[src/logic/exc_pkg.sv]
package exc_pkg;

    localparam int VEC_W = 5;
    localparam int VEC_COUNT = 32;
    localparam int ADDR_W = 16;
    localparam int BYTE_W = 8;
    localparam int EXT_LINES = 8;
    localparam int WAKE_PINS = 6;
    localparam int CAPT_SRCS = 5;
    localparam int CMP_SRCS = 3;
    localparam int SERIAL_SRCS = 4;

    // Vector numbers; priority falls as the number rises
    localparam logic [4:0] VEC_RESET = 5'h00;
    localparam logic [4:0] VEC_NMI = 5'h07;
    localparam logic [4:0] VEC_TRAP_BASE = 5'h08;
    localparam logic [4:0] VEC_TRAP_LAST = 5'h0B;
    localparam logic [4:0] VEC_ADDR_BREAK = 5'h0C;
    localparam logic [4:0] VEC_DIRECT = 5'h0D;
    localparam logic [4:0] VEC_LINE_A = 5'h0E;
    localparam logic [4:0] VEC_LINE_B = 5'h11;
    localparam logic [4:0] VEC_WAKEUP = 5'h12;
    localparam logic [4:0] VEC_CAPTURE_TIMER = 5'h15;
    localparam logic [4:0] VEC_COMPARE_TIMER = 5'h16;
    localparam logic [4:0] VEC_SERIAL = 5'h17;
    localparam logic [4:0] VEC_CONV_END = 5'h19;

    // Vectors 1 to 6 and 20
    localparam logic [31:0] RESERVED_MASK = 32'h0010007E;
    // Vectors 7 to 12: NMI, traps, address break
    localparam logic [31:0] UNMASKABLE_MASK = 32'h00001F80;

    // Line index within the external request group
    localparam int LINE_A_IDX = 0;
    localparam int LINE_B_IDX = 1;
    localparam int WAKE_BASE_IDX = 2;

    localparam logic EDGE_POL_RESET = 1'b0;
    localparam logic FLAG_RESET = 1'b0;
    localparam logic [15:0] HANDLER_RESET = 16'h0000;

    typedef enum logic [2:0] {
        ST_RESET_HOLD,
        ST_RUN,
        ST_FETCH_HI,
        ST_FETCH_LO,
        ST_BRANCH
    } exc_state_t;

    typedef struct packed {
        logic polarity;
        logic enable;
        logic clear;
    } ext_line_ctl_t;

    typedef struct packed {
        logic req;
        logic [15:0] addr;
    } vec_fetch_t;

    typedef struct packed {
        logic start;
        logic [4:0] num;
        logic [15:0] addr;
    } exc_info_t;

endpackage : exc_pkg

[src/logic/ext_edge_flag.sv]
`timescale 1ns/100ps

module ext_edge_flag
    import exc_pkg::*;
(
    input wire logic clk_i,
    input wire logic nrst_i,
    input wire logic chip_reset_i,
    input wire logic line_i,
    input wire ext_line_ctl_t ctl_i,
    output logic flag_o,
    output logic request_o
);

    logic prev_reg;
    logic armed_reg;
    logic flag_reg;
    logic flag_next;
    wire logic edge_seen;

    // No edge is reported until one sample has been taken
    assign edge_seen = armed_reg
        & (ctl_i.polarity ? (line_i & ~prev_reg)
                          : (~line_i & prev_reg));
    // A new edge outweighs a software clear in the same cycle
    assign flag_next = edge_seen | (flag_reg & ~ctl_i.clear);

    always_ff @(posedge clk_i)
    begin
        if (!nrst_i || chip_reset_i)
        begin
            prev_reg <= 1'b0;
            armed_reg <= 1'b0;
            flag_reg <= FLAG_RESET;
        end
        else
        begin
            prev_reg <= line_i;
            armed_reg <= 1'b1;
            flag_reg <= flag_next;
        end
    end

    assign flag_o = flag_reg;
    assign request_o = flag_reg & ctl_i.enable;

endmodule : ext_edge_flag

[src/logic/vec_priority.sv]
`timescale 1ns/100ps

module vec_priority
    import exc_pkg::*;
(
    input wire logic [31:0] pending_i,
    output logic valid_o,
    output logic [4:0] vec_o
);

    // Lowest set vector number wins
    always_comb
    begin
        vec_o = VEC_RESET;
        for (int i = VEC_COUNT - 1; i >= 0; i--)
        begin
            if (pending_i[i])
            begin
                vec_o = 5'(i);
            end
        end
    end

    assign valid_o = |pending_i;

endmodule : vec_priority

[src/logic/exception_vector_priority.sv]
// Functional notes
// - Reset outranks every source and uses vector 0 at address 0.
// - Reset processing starts when the reset pin rises, never while low.
// - Watchdog overflow acts as a pin reset, also using vector 0.
// - Trap number 0 to 3 selects vectors 8 to 11.
// - Traps are taken whenever the program runs, ignoring the mask bit.
// - Mask bit 1 blocks all interrupts except NMI and address break.
// - Interrupts start at instruction or exception-processing end only.
// - Several pending requests: lowest vector number is served first.
// - NMI 7, break 12, direct 13, lines 14 and 17, wakeup 18.
// - Capture timer 21, compare timer 22, serial 23, conversion end 25.
// - Vectors 1 to 6 and 20 stay reserved with no source.
// - Line edge: falling when polarity 0, rising when polarity 1.
// - A line request reaches arbitration only while its enable is 1.
// - An edge racing a flag clear is still taken; an enable clear drops the request at once.
`timescale 1ns/100ps

module exception_vector_priority
    import exc_pkg::*;
(
    input wire logic clk_i,
    input wire logic nrst_i,
    input wire logic external_reset_pin_n_i,
    input wire logic wdt_overflow_i,
    input wire logic instr_boundary_i,
    input wire logic software_trap_instruction_i,
    input wire logic [1:0] trap_number_i,
    input wire logic condition_code_register_mask_i,
    input wire logic nmi_req_i,
    input wire logic address_break_req_i,
    input wire logic direct_transition_req_i,
    input wire logic ext_request_line_a_i,
    input wire logic ext_request_line_b_i,
    input wire logic [5:0] shared_wakeup_pins_i,
    input wire logic line_a_edge_polarity_i,
    input wire logic line_a_request_enable_i,
    input wire logic line_b_edge_polarity_i,
    input wire logic line_b_request_enable_i,
    input wire logic [5:0] wakeup_edge_polarity_i,
    input wire logic wakeup_request_enable_i,
    input wire logic [7:0] ext_flag_clear_i,
    input wire logic [4:0] capture_timer_req_i,
    input wire logic [2:0] compare_timer_req_i,
    input wire logic [3:0] serial_unit_req_i,
    input wire logic conversion_end_req_i,
    input wire logic fetch_ack_i,
    input wire logic [7:0] fetch_data_i,
    output vec_fetch_t fetch_o,
    output exc_info_t exc_o,
    output logic [15:0] handler_addr_o,
    output logic branch_o,
    output logic busy_o,
    output logic chip_reset_o,
    output logic [7:0] ext_flags_o
);

    exc_state_t state_reg;
    exc_state_t state_next;
    logic [4:0] vec_reg;
    logic [4:0] vec_next;
    logic start_reg;
    logic start_next;
    logic [7:0] hi_reg;
    logic [7:0] hi_next;
    logic [15:0] handler_reg;
    logic [15:0] handler_next;
    logic branch_reg;
    logic branch_next;
    logic trap_pend_reg;
    logic trap_pend_next;
    logic [1:0] trap_num_reg;
    logic [1:0] trap_num_next;

    wire logic reset_cause;
    wire logic chip_reset;
    wire logic [7:0] line_level;
    wire logic [7:0] line_pol;
    wire logic [7:0] line_en;
    wire logic [7:0] line_req;
    wire logic [7:0] line_flag;
    wire logic wake_req;
    wire logic [4:0] trap_vec;
    wire logic [31:0] src_vec;
    wire logic [31:0] gate_mask;
    wire logic [31:0] pending;
    wire logic win_valid;
    wire logic [4:0] win_vec;
    wire logic take_point;
    wire logic take;
    wire logic trap_taken;
    wire logic [15:0] vec_addr;

    function automatic logic [31:0] onehot(input logic [4:0] v,
                                           input logic en);
        onehot = en ? (32'h00000001 << v) : 32'h00000000;
    endfunction : onehot

    // Chip reset: pin low or watchdog overflow, held in ST_RESET_HOLD
    assign reset_cause = ~external_reset_pin_n_i
        | wdt_overflow_i;
    assign chip_reset = (state_reg == ST_RESET_HOLD);

    // External lines: a, b, then the six wakeup pins
    assign line_level = {shared_wakeup_pins_i,
                         ext_request_line_b_i,
                         ext_request_line_a_i};
    assign line_pol = {wakeup_edge_polarity_i,
                       line_b_edge_polarity_i,
                       line_a_edge_polarity_i};
    assign line_en = {{WAKE_PINS{wakeup_request_enable_i}},
                      line_b_request_enable_i,
                      line_a_request_enable_i};

    genvar g;
    generate
        for (g = 0; g < EXT_LINES; g++)
        begin : g_line
            ext_edge_flag u_edge (
                .clk_i(clk_i),
                .nrst_i(nrst_i),
                .chip_reset_i(chip_reset),
                .line_i(line_level[g]),
                .ctl_i('{polarity: line_pol[g],
                         enable: line_en[g],
                         clear: ext_flag_clear_i[g]}),
                .flag_o(line_flag[g]),
                .request_o(line_req[g])
            );
        end
    endgenerate

    assign wake_req = |line_req[EXT_LINES-1:WAKE_BASE_IDX];

    assign trap_vec = VEC_TRAP_BASE + {3'b000, trap_num_reg};

    // Source map; several peripheral requests share one vector
    assign src_vec = onehot(VEC_NMI, nmi_req_i)
        | onehot(trap_vec, trap_pend_reg)
        | onehot(VEC_ADDR_BREAK, address_break_req_i)
        | onehot(VEC_DIRECT, direct_transition_req_i)
        | onehot(VEC_LINE_A, line_req[LINE_A_IDX])
        | onehot(VEC_LINE_B, line_req[LINE_B_IDX])
        | onehot(VEC_WAKEUP, wake_req)
        | onehot(VEC_CAPTURE_TIMER, |capture_timer_req_i)
        | onehot(VEC_COMPARE_TIMER, |compare_timer_req_i)
        | onehot(VEC_SERIAL, |serial_unit_req_i)
        | onehot(VEC_CONV_END, conversion_end_req_i);

    // Traps sit inside the unmaskable set
    assign gate_mask = condition_code_register_mask_i
        ? UNMASKABLE_MASK : 32'hFFFFFFFF;
    assign pending = src_vec & gate_mask & ~RESERVED_MASK;

    vec_priority u_prio (
        .pending_i(pending),
        .valid_o(win_valid),
        .vec_o(win_vec)
    );

    // End of an instruction, or end of exception processing
    assign take_point = (state_reg == ST_RUN && instr_boundary_i)
        || state_reg == ST_BRANCH;
    assign take = take_point && win_valid && !reset_cause;
    assign trap_taken = take && (win_vec >= VEC_TRAP_BASE)
        && (win_vec <= VEC_TRAP_LAST);

    // Vector table entry sits at twice the vector number
    assign vec_addr = {10'h000, vec_reg, 1'b0};

    always_comb
    begin
        state_next = state_reg;
        vec_next = vec_reg;
        start_next = 1'b0;
        hi_next = hi_reg;
        handler_next = handler_reg;
        branch_next = 1'b0;
        case (state_reg)
            ST_RESET_HOLD:
            begin
                // Sequence waits for the pin to rise
                if (!reset_cause)
                begin
                    state_next = ST_FETCH_HI;
                    vec_next = VEC_RESET;
                    start_next = 1'b1;
                end
            end
            ST_RUN:
            begin
                if (take)
                begin
                    state_next = ST_FETCH_HI;
                    vec_next = win_vec;
                    start_next = 1'b1;
                end
            end
            ST_FETCH_HI:
            begin
                if (fetch_ack_i)
                begin
                    hi_next = fetch_data_i;
                    state_next = ST_FETCH_LO;
                end
            end
            ST_FETCH_LO:
            begin
                if (fetch_ack_i)
                begin
                    handler_next = {hi_reg, fetch_data_i};
                    branch_next = 1'b1;
                    state_next = ST_BRANCH;
                end
            end
            ST_BRANCH:
            begin
                // Chains straight into the next exception if one waits
                if (take)
                begin
                    state_next = ST_FETCH_HI;
                    vec_next = win_vec;
                    start_next = 1'b1;
                end
                else
                begin
                    state_next = ST_RUN;
                end
            end
            default:
            begin
                state_next = ST_RESET_HOLD;
            end
        endcase
        // Reset outranks everything, in any state
        if (reset_cause)
        begin
            state_next = ST_RESET_HOLD;
            start_next = 1'b0;
            branch_next = 1'b0;
        end
    end

    // Trap latch: a new trap in the take cycle is kept; its number
    // replaces the served one only after the vector was captured
    always_comb
    begin
        trap_pend_next = trap_pend_reg;
        trap_num_next = trap_num_reg;
        if (trap_taken)
        begin
            trap_pend_next = 1'b0;
        end
        if (software_trap_instruction_i && !chip_reset)
        begin
            trap_pend_next = 1'b1;
            trap_num_next = trap_number_i;
        end
        if (reset_cause)
        begin
            trap_pend_next = 1'b0;
        end
    end

    always_ff @(posedge clk_i)
    begin
        if (!nrst_i)
        begin
            state_reg <= ST_RESET_HOLD;
            vec_reg <= VEC_RESET;
            start_reg <= 1'b0;
            hi_reg <= 8'h00;
            handler_reg <= HANDLER_RESET;
            branch_reg <= 1'b0;
            trap_pend_reg <= 1'b0;
            trap_num_reg <= 2'h0;
        end
        else
        begin
            state_reg <= state_next;
            vec_reg <= vec_next;
            start_reg <= start_next;
            hi_reg <= hi_next;
            handler_reg <= handler_next;
            branch_reg <= branch_next;
            trap_pend_reg <= trap_pend_next;
            trap_num_reg <= trap_num_next;
        end
    end

    assign fetch_o.req = (state_reg == ST_FETCH_HI)
        || (state_reg == ST_FETCH_LO);
    assign fetch_o.addr = (state_reg == ST_FETCH_LO)
        ? (vec_addr | 16'h0001) : vec_addr;
    assign exc_o.start = start_reg;
    assign exc_o.num = vec_reg;
    assign exc_o.addr = vec_addr;
    assign handler_addr_o = handler_reg;
    assign branch_o = branch_reg;
    assign busy_o = (state_reg != ST_RUN);
    assign chip_reset_o = chip_reset;
    assign ext_flags_o = line_flag;

endmodule : exception_vector_priority

[config.mk]
export PLATFORM = sky130hd
export DESIGN_NAME = exception_vector_priority
export DESIGN_NICKNAME = d
export VERILOG_FILES = /design/src/logic/exc_pkg.sv /design/src/logic/ext_edge_flag.sv /design/src/logic/vec_priority.sv /design/src/logic/exception_vector_priority.sv
export SDC_FILE = /design/constraint.sdc
export NUM_CORES = 1
export LEC_CHECK = 0
export ABC_CLOCK_PERIOD_IN_PS = 2350
export BUFFER_PORTS_ARGS = -buffer_cell sky130_fd_sc_hd__clkbuf_2
export CAP_MARGIN = 20
export CORE_MARGIN = 2
export CORE_UTILIZATION = 31
export DETAILED_ROUTE_END_ITERATION = 8
export PLACE_DENSITY = 0.66
export SLEW_MARGIN = 5
export SYNTH_ARGS = -nofsm -noshare
export SYNTH_HDL_FRONTEND = slang
export SYNTH_SLANG_ARGS = --single-unit
[constraint.sdc]
create_clock -name clk_i -period 2.35 [get_ports clk_i]
set_clock_uncertainty 0.1 [all_clocks]
set_input_delay 0.1175 -clock clk_i [delete_from_list [all_inputs] [get_ports clk_i]]
set_output_delay 0.1175 -clock clk_i [all_outputs]
set_load 0.02 [all_outputs]
# Word level (Yosys, flattened, before mapping)

Index checks and enable logic that the tools add are counted.
Widths: inputs -> output; s select.

Add/sub/neg operators: 1
$lt $le $gt $ge: 2
Equality and inequality tests: 10
Shifts and indexed selects: 1
Multiplexer cells: 60
Bitwise logic cells: 87
Reductions and logical operators: 27

Operators by type and width:

| operator             | number |
|---|---|
| $mux 5               | 27 |
| $mux 32              | 2 |
| $and 1x1->1          | 40 |
| $and 32x32->32       | 1 |
| $or 32x13->32        | 1 |
| $or 32x14->32        | 1 |
| $or 32x15->32        | 1 |
| $or 32x18->32        | 1 |
| $or 32x19->32        | 1 |
| $or 32x22->32        | 1 |
| $or 32x23->32        | 1 |
| $or 32x24->32        | 1 |
| $or 32x26->32        | 1 |
| $or 8x32->32         | 1 |
| $shl 1x5->32 const A | 1 |
| $not 1->1            | 27 |
| $mux 26              | 1 |
| $reduce_or 25->1     | 1 |
| $mux 24              | 1 |
| $mux 23              | 1 |
| $mux 22              | 1 |
| $mux 19              | 1 |
| $mux 18              | 1 |
| $mux 15              | 1 |
| 31 further kinds     | 72 |

Register bits: 54
Input bits: 61
Output and inout bits: 66
Word-level logic and storage cells: 213

# Logic depth before layout (Yosys ltp)

Gate-level depths: netlist of run 1.

Depth in word-level cells: 44
Gate-level depth with buffers: 7
Gate-level depth less buffers: 5

# Cells and area by module

A second synthesis of run 1 with hierarchy kept.

Cell total of the unflattened synthesis: 369
Area, all modules: 3,260.6 µm²

By module, submodules not included:

| module                    | times used | cells an instance | area each (µm²) |
|---|---|---|---|
| exception_vector_priority | 1          | 224               | 1,934.4 |
| ext_edge_flag             | 8          | 10                | 117.6 |
| vec_priority              | 1          | 65                | 385.4 |

# Worst setup path before layout of run 1

Ideal clock, no wire load.

Kind: reg-to-reg
Start point: register g_line[2].u_edge.flag_reg
End point: register vec_reg[0]
Arrival: 1,716 ps
Data required time: 2,158 ps
Path slack: 441 ps
Stages on the path, launching flop included: 6
Buffers on the path: 0
Cell sequence: dfxtp_1 or4_4 o31ai_1 a41oi_2 o32a_1 o32ai_1

Word-level cells in the longest chain between the ends: 24
Elaborated cells between the ends (all ways): 29
Classes of those cells: eq/ne (1); mux (16); bitwise (7); reduce/logical (5)

RTL lines:

| item                   | RTL line                                                           | source |
|---|---|---|
| from (decl)            | ext_edge_flag.sv:17                                                | `logic flag_reg;` |
| from (signal assigned) | ext_edge_flag.sv:40                                                | `flag_reg <= flag_next;` |
| $and 1x1->1 (*)        | ext_edge_flag.sv:45                                                | `assign request_o = flag_reg & ctl_i.enable;` |
| $reduce_or 6->1 (*)    | exception_vector_priority.sv:132                                   | `assign wake_req = \|line_req[EXT_LINES-1:WAKE_BASE_IDX];` |
| $mux 19 (*)            | exception_vector_priority.sv:95                                    | `onehot = en ? (32'h00000001 << v) : 32'h00000000;` |
| $or 32x19->32 (*)      | exception_vector_priority.sv:143                                   | `\| onehot(VEC_WAKEUP, wake_req)` |
| $or 32x22->32 (*)      | exception_vector_priority.sv:144                                   | `\| onehot(VEC_CAPTURE_TIMER, \|capture_timer_req_i)` |
| $or 32x23->32 (*)      | exception_vector_priority.sv:145                                   | `\| onehot(VEC_COMPARE_TIMER, \|compare_timer_req_i)` |
| $or 32x24->32 (*)      | exception_vector_priority.sv:146                                   | `\| onehot(VEC_SERIAL, \|serial_unit_req_i)` |
| $or 32x26->32 (*)      | exception_vector_priority.sv:147                                   | `\| onehot(VEC_CONV_END, conversion_end_req_i);` |
| $and 32x32->32 (*)     | exception_vector_priority.sv:152                                   | `assign pending = src_vec & gate_mask & ~RESERVED_MASK;` |
| $mux 5 (13 in a row)   | vec_priority.sv:17                                                 | `if (pending_i[i])` |
| $mux 5                 | exception_vector_priority.sv:191, exception_vector_priority.sv:218 |  |
| $pmux 5 s2             | exception_vector_priority.sv:178                                   | `case (state_reg)` |
| to (signal assigned)   | exception_vector_priority.sv:280                                   | `vec_reg <= vec_next;` |
| to (decl)              | exception_vector_priority.sv:59                                    | `logic [4:0] vec_reg;` |

Every way passes the cells marked *; elsewhere a longest branch is shown, timed or not. The select of a mux whose other input is x is not followed.
A chain may end at the register's enable or synchronous reset.

# Final worst setup path of run 1

Same ends and word-level chain as after synthesis.

==> results of run 1 <==
cell families after synthesis:
kind of cell           Yosys count  share of synthesized area (%)
other                            1                         0.1388
flip-flops                      54                          40.02
AND/OR/NAND/NOR                122                          23.81
buffers and inverters           64                          14.50
XOR/XNOR                         1                         0.3243
AO/OA/AOI/OAI                   75                          17.88
multiplexers                     9                          3.335
power breakdown:
part           switching, mW  total [mW]  internal (mW)
Combinational          0.121       0.221          0.100
Sequential           0.00622       0.929          0.923
Clock                  0.324       0.541          0.217
Total                  0.451        1.69           1.24
cells in the mapped netlist (3+ instances only):
library cell and n:
o2bb2ai_1 3, buf_4 40, mux2i_1 9, nor3b_1 8, nor2b_1 3, and3_1 9, inv_1 12, a21oi_1 34
nand3_1 4, nand2_1 49, o32ai_1 3, and3b_1 7, nor2_1 20, nand2b_1 10, o21ai_0 14, clkbuf_1 11
dfxtp_1 54
worst paths after layout:
check | startpoint | end | slack, ps | cells past startpoint
hold / removal | ext_flag_clear_i[0] | g_line[0].u_edge.flag_o$_SDFF_PN0_ | 30 | 4
setup reg to reg | g_line[2].u_edge.flag_o$_SDFF_PN0_ | vec_reg[0]$_SDFFE_PN0P_ | 210 | 5
hold reg to reg | hi_reg[2]$_SDFFE_PN0P_ | handler_addr_o[10]$_SDFFE_PN0P_ | 360 | 2
setup / recovery | g_line[2].u_edge.flag_o$_SDFF_PN0_ | vec_reg[0]$_SDFFE_PN0P_ | 210 | 5
repair_timing:
action | CTS | global route
setup endpoints to repair | 0 | 0
hold buffers | 28 | 0
endpoints found under the hold margin | 34 | 0
worst register-to-register path, delay by kind of cell, from the launching register on:
| family | cells | cell delay [ps] |
|---|---|---|
| compound gates | 4 | 1070 |
| simple gates | 1 | 550 |
| flops | 1 | 340 |
layout by cell type (no fill, tap or decap), types with 3 or more instances in the layout:
cell and count:
nor2b_1 3, nand3_1 4, o21ai_0 14, a21oi_1 34, inv_1 12, clkbuf_8 5, buf_4 4, and3_1 9
o32ai_1 3, clkbuf_2 105, nand2b_1 10, dfxtp_1 54, and3b_1 7, nor2_1 20, o2bb2ai_1 3, conb_1 21
nor3b_1 8, nand2_1 49, dlygate4sd3_1 28, mux2i_1 9
cell type report:
type | count | area [um^2] | share of cell area (%)
clock inverters | 2 | 17.52 | 0.5018
repair buffers | 137 | 835.8 | 23.94
multi-input cells | 228 | 1304 | 37.35
well taps | 108 | 135.1 | 3.871
inverters | 12 | 45.04 | 1.290
flip-flops and latches | 54 | 1081 | 30.97
clock buffers | 6 | 72.57 | 2.079
per-layer routing:
layer / wire length, um / vias up / part of all wire [%]
met5: 0 / - / 0
li1: - / 1293 / -
met4: 89 / 0 / 1.3
met2: 3389 / 108 / 48
met1: 3023 / 1194 / 43
met3: 547 / 6 / 7.8
==> results.cfg, run 1 <==
[setup_path]
slowest_stage = or4_4
slowest_delay_ps = 550
crit_chain = or4_4 > o31ai_1 > a41oi_2 > o32a_1 > o32ai_1
arrival_ps = 2260
worst-path-buf-inv = 0
crit_family = compound AO/OA/AOI/OAI gates
startpoint_type = register
critPathMaxFanout = 6
endpoint_kind = register
worstSetupPathType = register to register
required_ps = 2470

[clock_network]
cts_setup_buffers = 0
cts_tree = yes
clockBufferDepth = 2
path_clk_slew_ps = 100
cts-root-buf = clkbuf_8
htreeDepth = 2
cts_buffers = 5
cts_sinks = 54
cts_resized = 0
clk_latency_ps = 310

[global_routing]
use_met1_pct = 17.72
grt.busiest_layer = met2
grt_pass1_wl_um = 11320
grt-ovfl-total = 0
grt.total_usage_pct = 14.50
grt_pass1_vias = 2391
use_met2_pct = 24.31
grt_max_degree = 28
use_met3_pct = 4.101
antenna_found_initial = 0

[floorplanning]
die_area_um2 = 9477
start_util_pct = 31.44
die_w_um = 97.35
die_y_um = 97.35
rows = 34
ios = 127
core_um2 = 8593

[route]
post-route-drc-count = 0
num_vias = 2601
via_per_inst = 4.755
drtAntennaViolNets = 0
routed_wl_um = 7048
drt_iter0_drc = 163
routedWlPerCell_um = 12.88
drt_pass1_iterations = 4

[logic_synthesis]
ys_seq_elements = 54
syn_inst = 326
ys_top_cells_by_area = dfxtp_1 40%, buf_4 11%, nand2_1 6.8%
synth-async-reset-ratio_pct = 0
yosysSeqAreaShare_pct = 40.02
synth_top_area_share_pct = 40.02
avgSynthCellArea_um2 = 8.286
yosys_warnings = 0
ys.flop_type = dfxtp_1
synth_area_leader_cell = dfxtp_1
synth_edf_count = 0
syn_area_um2 = 2701
ys_types = 46

[sta]
rsz0062_at_grt = no
hold_slack_ps = 32.13
worst_slack_ps = 209.5
relSlewSlack_pct = 52.24
setup_viol_count_final = 0
final_hold_viol_count = 0
setup-tns-final_ps = 0
drv_slew = 0
worst_slew_pin_slew_ps = 713.2
fin_crit_ps = 2140
fmax_mhz = 467.2
timing.final.crit_share_pct = 91.08

[placement]
gp_congestion = 0.8492
dp_slack_ps = 235.8
dp.cells = 511
placed_cell_area_um2 = 3120
io_buffers = 105
dp_hpwl_um = 5235

[power]
p_total_mw = 1.691
leakage_nw = 1.527
ir_drop_v = 0.0002613
power_density_nw_per_um2 = 484.5

[layout]
diodes = 0
drive_above_1_share_pct = 28.02
final_net_count = 499
area_growth_pct = 29.23
final_area_um2 = 3491
fillers = 876
instances_no_fill = 547
fin_util_pct = 40.62
largest_register_ffs = 16

[outcome]
outcome = finished clean

[run]
drv_cap = 0

[worst_hold_path]
hp-class = input pin to register
Power figures use the tool's default switching activity.
==> run 2, diff against run 1 <==
- PLACE_DENSITY: 0.66 -> 0.68
==> results.cfg, run 2 (synthesized netlist as in run 1, its figures left out) <==
[global_routing]
grt_max_degree = 28
grt_pass1_wl_um = 11230
antenna_found_initial = 0
grt_pass1_vias = 2477
grt.total_usage_pct = 14.45
grt-ovfl-total = 0

[run]
drv_cap = 0

[sta]
setup_viol_count_final = 0
final_hold_viol_count = 0
worst_slack_ps = 196.8
setup-tns-final_ps = 0
hold_slack_ps = 18.05
fin_crit_ps = 2153
worst_slew_pin_slew_ps = 716.2
timing.final.crit_share_pct = 91.63
fmax_mhz = 464.4
rsz0062_at_grt = no
relSlewSlack_pct = 51.88
drv_slew = 0

[route]
routed_wl_um = 7076
post-route-drc-count = 0
drt_iter0_drc = 97
num_vias = 2579
via_per_inst = 4.715
routedWlPerCell_um = 12.94
drt_pass1_iterations = 4
drtAntennaViolNets = 0

[clock_network]
clk_latency_ps = 310
cts_tree = yes
clockBufferDepth = 2
htreeDepth = 2
cts_sinks = 54
cts_buffers = 5
cts_setup_buffers = 0
path_clk_slew_ps = 100
cts-root-buf = clkbuf_8

[power]
p_total_mw = 1.681
leakage_nw = 1.527
seqPwrFrac_pct = 55.3
power_density_nw_per_um2 = 481.3
ir_drop_v = 0.0003343
clkPwrFrac_pct = 31.5
switchingPower_mw = 0.4398
power_switching_share_pct = 26.16
power.share.combinational_pct = 13.2
power.internal_mw = 1.241

[outcome]
outcome = finished clean

[layout]
instances_no_fill = 547
mostFrequentLayoutCell = clkbuf_2
largest_register_ffs = 16
diodes = 0
area_growth_pct = 29.32
final_area_um2 = 3493
drive_above_1_share_pct = 27.79
layout_common_cells = 105 x clkbuf_2, 54 x dfxtp_1, 49 x nand2_1
final_net_count = 499
fin_util_pct = 40.65

[placement]
dp_hpwl_um = 5232
placed_cell_area_um2 = 3113
dp.cells = 510
dp_slack_ps = 231.6
gp_congestion = 0.8728
io_buffers = 105

[setup_path]
arrival_ps = 2290
crit_chain = or4_4 > o31ai_1 > a41oi_2 > o32ai_1 > o2bb2ai_1
slowest_stage = or4_4
startpoint_type = register
slowest_delay_ps = 550
required_ps = 2490
endpoint_kind = register
worstSetupPathType = register to register
critPathMaxFanout = 6

[floorplanning]
die_w_um = 97.35
die_y_um = 97.35
ios = 127
core_um2 = 8593
start_util_pct = 31.44
die_area_um2 = 9477
rows = 34

[worst_hold_path]
hp-class = input pin to register
run 2: path summary, 6_finish.rpt:
path	startpoint	endpoint	slack, ps	depth (start not counted)
setup reg to reg	g_line[2].u_edge.flag_o$_SDFF_PN0_	vec_reg[1]$_SDFFE_PN0P_	200	5
hold reg to reg	hi_reg[4]$_SDFFE_PN0P_	handler_addr_o[12]$_SDFFE_PN0P_	360	2
hold / removal	software_trap_instruction_i	trap_pend_reg$_SDFFE_PP0P_	20	3
setup / recovery	g_line[2].u_edge.flag_o$_SDFF_PN0_	vec_reg[1]$_SDFFE_PN0P_	200	5
run 2: final cells by class:
type	instances	area (um^2)
clock inverters	2	17.52
flip-flops and latches	54	1081
repair buffers	137	838.3
inverters	12	45.04
clock buffers	6	72.57
well taps	108	135.1
multi-input cells	228	1304
fillers	875	5100
run 2: repair_timing:
action                                  CTS  global route
resized for setup                         0             0
endpoints found under the setup margin    0             0
hold buffers                             29             0
hold endpoints to repair                 35             0
run 2: per-layer routing:
metal | track usage (%) | vias to the layer above | share of wire (%)
met5 | 0 | - | 0
met4 | 6.197 | 0 | 3.2
met2 | 24.95 | 93 | 47
li1 | - | 1288 | -
met1 | 16.91 | 1179 | 43
met3 | 3.813 | 19 | 6.9
run 2: critical path, delay by kind of cell, from the launching register on:
| family | cells | cell delay, ps |
|---|---|---|
| simple gates | 1 | 550 |
| compound gates | 4 | 1100 |
| flops | 1 | 340 |
run 2: power by group through the flow:
stage	logic, mW	registers (mW)	clock network, mW
5_1_grt	0.241	0.931	0.583
3_3_place_gp	0.180	0.950	0
2_1_floorplan	0.129	0.949	0
6_report	0.222	0.929	0.530
3_5_place_dp	0.182	0.951	0
4_1_cts	0.220	0.929	0.550
==> run 3, diff against run 2 <==
- ABC_AREA: not set -> 1
- BUFFER_PORTS_ARGS: -buffer_cell sky130_fd_sc_hd__clkbuf_2 -> -buffer_cell sky130_fd_sc_hd__buf_2
==> results.cfg, run 3 <==
[outcome]
outcome = finished clean

[clock_network]
cts_setup_buffers = 0
cts-root-buf = clkbuf_8
ctsHoldBuffers = 26
cts_buffers = 5
path_clk_slew_ps = 100
clockBufferDepth = 2
cts_resized = 0
htreeDepth = 2
cts_tree = yes
clk_latency_ps = 310
cts_sinks = 54

[logic_synthesis]
synth_compound_area_share_pct = 13.58
ys_top_cells_by_area = dfxtp_1 40%, buf_4 11%, a21oi_1 8.5%
synthMuxAreaShare_pct = 0
synth_top_family_by_area = simple AND/OR/NAND/NOR gates
synth_top_area_share_pct = 40.06
yosysSeqAreaShare_pct = 40.06
yosys.area_share.adder_pct = 0
synth_edf_count = 0
ys.flop_type = dfxtp_1
synth-async-reset-ratio_pct = 0
syn_inst = 381
syn_area_um2 = 2699
yosys_warnings = 0
synth_area_leader_cell = dfxtp_1
synth_xor_xnor_area_share_pct = 0
ys_seq_elements = 54
yosys.area_share.simple_pct = 27.17
synth_common_cells = 61 x nand2_1, 54 x dfxtp_1, 51 x nor2_1
synth_most_common_cell = nand2_1
avgSynthCellArea_um2 = 7.084
ys_types = 25

[route]
drt_iter0_drc = 95
met2WireLength_um = 3317
drt_pass1_iterations = 5
num_vias = 2652
routedWlPerCell_um = 10.95
post-route-drc-count = 0
met1_length_um = 2784
drtAntennaViolNets = 0
top_layer_used = met4
via_per_inst = 4.420
route.met3.wl_um = 349
routed_wl_um = 6572

[setup_path]
required_ps = 2130
critPathMaxFanout = 18
slowest_stage = dfxtp_1
crit_chain = inv_2 > nor2_2 > inv_2 > nor2_8 > buf_2
worstSetupPathType = register to output pin
slowest_delay_ps = 420
startpoint_type = register
endpoint_kind = output pin
path_common_cell = inv_2
arrival_ps = 1430

[layout]
largest_register_ffs = 16
drive_above_1_share_pct = 28.05
layout_common_cells = 105 x buf_2, 61 x nand2_1, 54 x dfxtp_1
area_growth_pct = 28.00
mostFrequentLayoutCell = buf_2
diodes = 0
final_net_count = 552

[floorplanning]
core_um2 = 8593
ios = 127
start_util_pct = 31.41
die_y_um = 97.31
rows = 34
die_w_um = 97.31
die_area_um2 = 9468

[global_routing]
grt.total_usage_pct = 13.65
grt_pass1_wl_um = 10750
grt-ovfl-total = 0
antenna_found_initial = 0
grt_max_degree = 21
grt_pass1_vias = 2482

[worst_hold_path]
hp-class = input pin to register

[sta]
fmax_mhz = 607.4
worst_slack_ps = 703.8
setup-tns-final_ps = 0
drv_slew = 0
timing.final.crit_share_pct = 70.05
setup_viol_count_final = 0
final_hold_viol_count = 0
rsz0062_at_grt = no
fin_crit_ps = 1646

[run]
drv_cap = 0

[placement]
gp_congestion = 0.8383
io_buffers = 105
dp_hpwl_um = 4952
dp_slack_ps = 786.2

[power]
ir_drop_v = 0.0002077
power_density_nw_per_um2 = 495.6
leakage_nw = 1.731
-- run 3: layout make-up --
cell class	instances	area, um^2
inverters	46	172.7
flip-flops and latches	54	1081
multi-input cells	252	1179
fillers	917	5139
clock inverters	3	25.02
repair buffers	132	793.3
well taps	108	135.1
clock buffers	5	68.82
-- run 3: report_power, final --
group / switching [mW] / internal [mW] / total [mW]
clock network: 0.328 / 0.216 / 0.544
logic: 0.134 / 0.0995 / 0.234
registers: 0.00768 / 0.926 / 0.934
total: 0.470 / 1.24 / 1.71
-- run 3: worst paths after layout --
check	from	end	slack, ps	cells past startpoint
setup reg to reg	g_line[4].u_edge.flag_o$_SDFF_PN0_	vec_reg[0]$_SDFFE_PN0P_	740	11
setup / recovery	state_reg[1]$_SDFFE_PP0P_	fetch_o[0]	700	5
hold reg to reg	handler_addr_o[13]$_SDFFE_PN0P_	handler_addr_o[13]$_SDFFE_PN0P_	370	2
hold / removal	line_b_edge_polarity_i	g_line[1].u_edge.flag_o$_SDFF_PN0_	20	4
-- run 3: metal layers --
layer / vias up / track usage (%)
li1: 1365 / -
met1: 1198 / 14.80
met2: 79 / 26.28
met3: 10 / 2.518
met4: 0 / 4.808
met5: - / 0
-- run 3: logic make-up after synthesis --
logic type | after synthesis
buf+inv | 95
compound gates | 71
simple gates | 160
flops | 54
other cells | 1
-- run 3: per-stage QoR --
stage	area [um^2]	power, mW	std cells	utilization (%)	hold WS, ps
floorplan	2774	1.104	401	-	165.7
global placement	3100	1.150	566	36.08	255.3
detailed placement	3100	1.154	566	36.08	271.1
CTS	3455	1.735	600	40.20	15.05
global route	3455	1.797	600	40.20	32.61
finish	3455	1.712	600	40.20	22.95
-- run 3: worst max-delay path: cells and delay by family, from the launching register on --
| kind | cells | cell delay, ps |
|---|---|---|
| and+or+nand+nor | 2 | 350 |
| buffers and inverters | 3 | 350 |
| DFF | 1 | 420 |
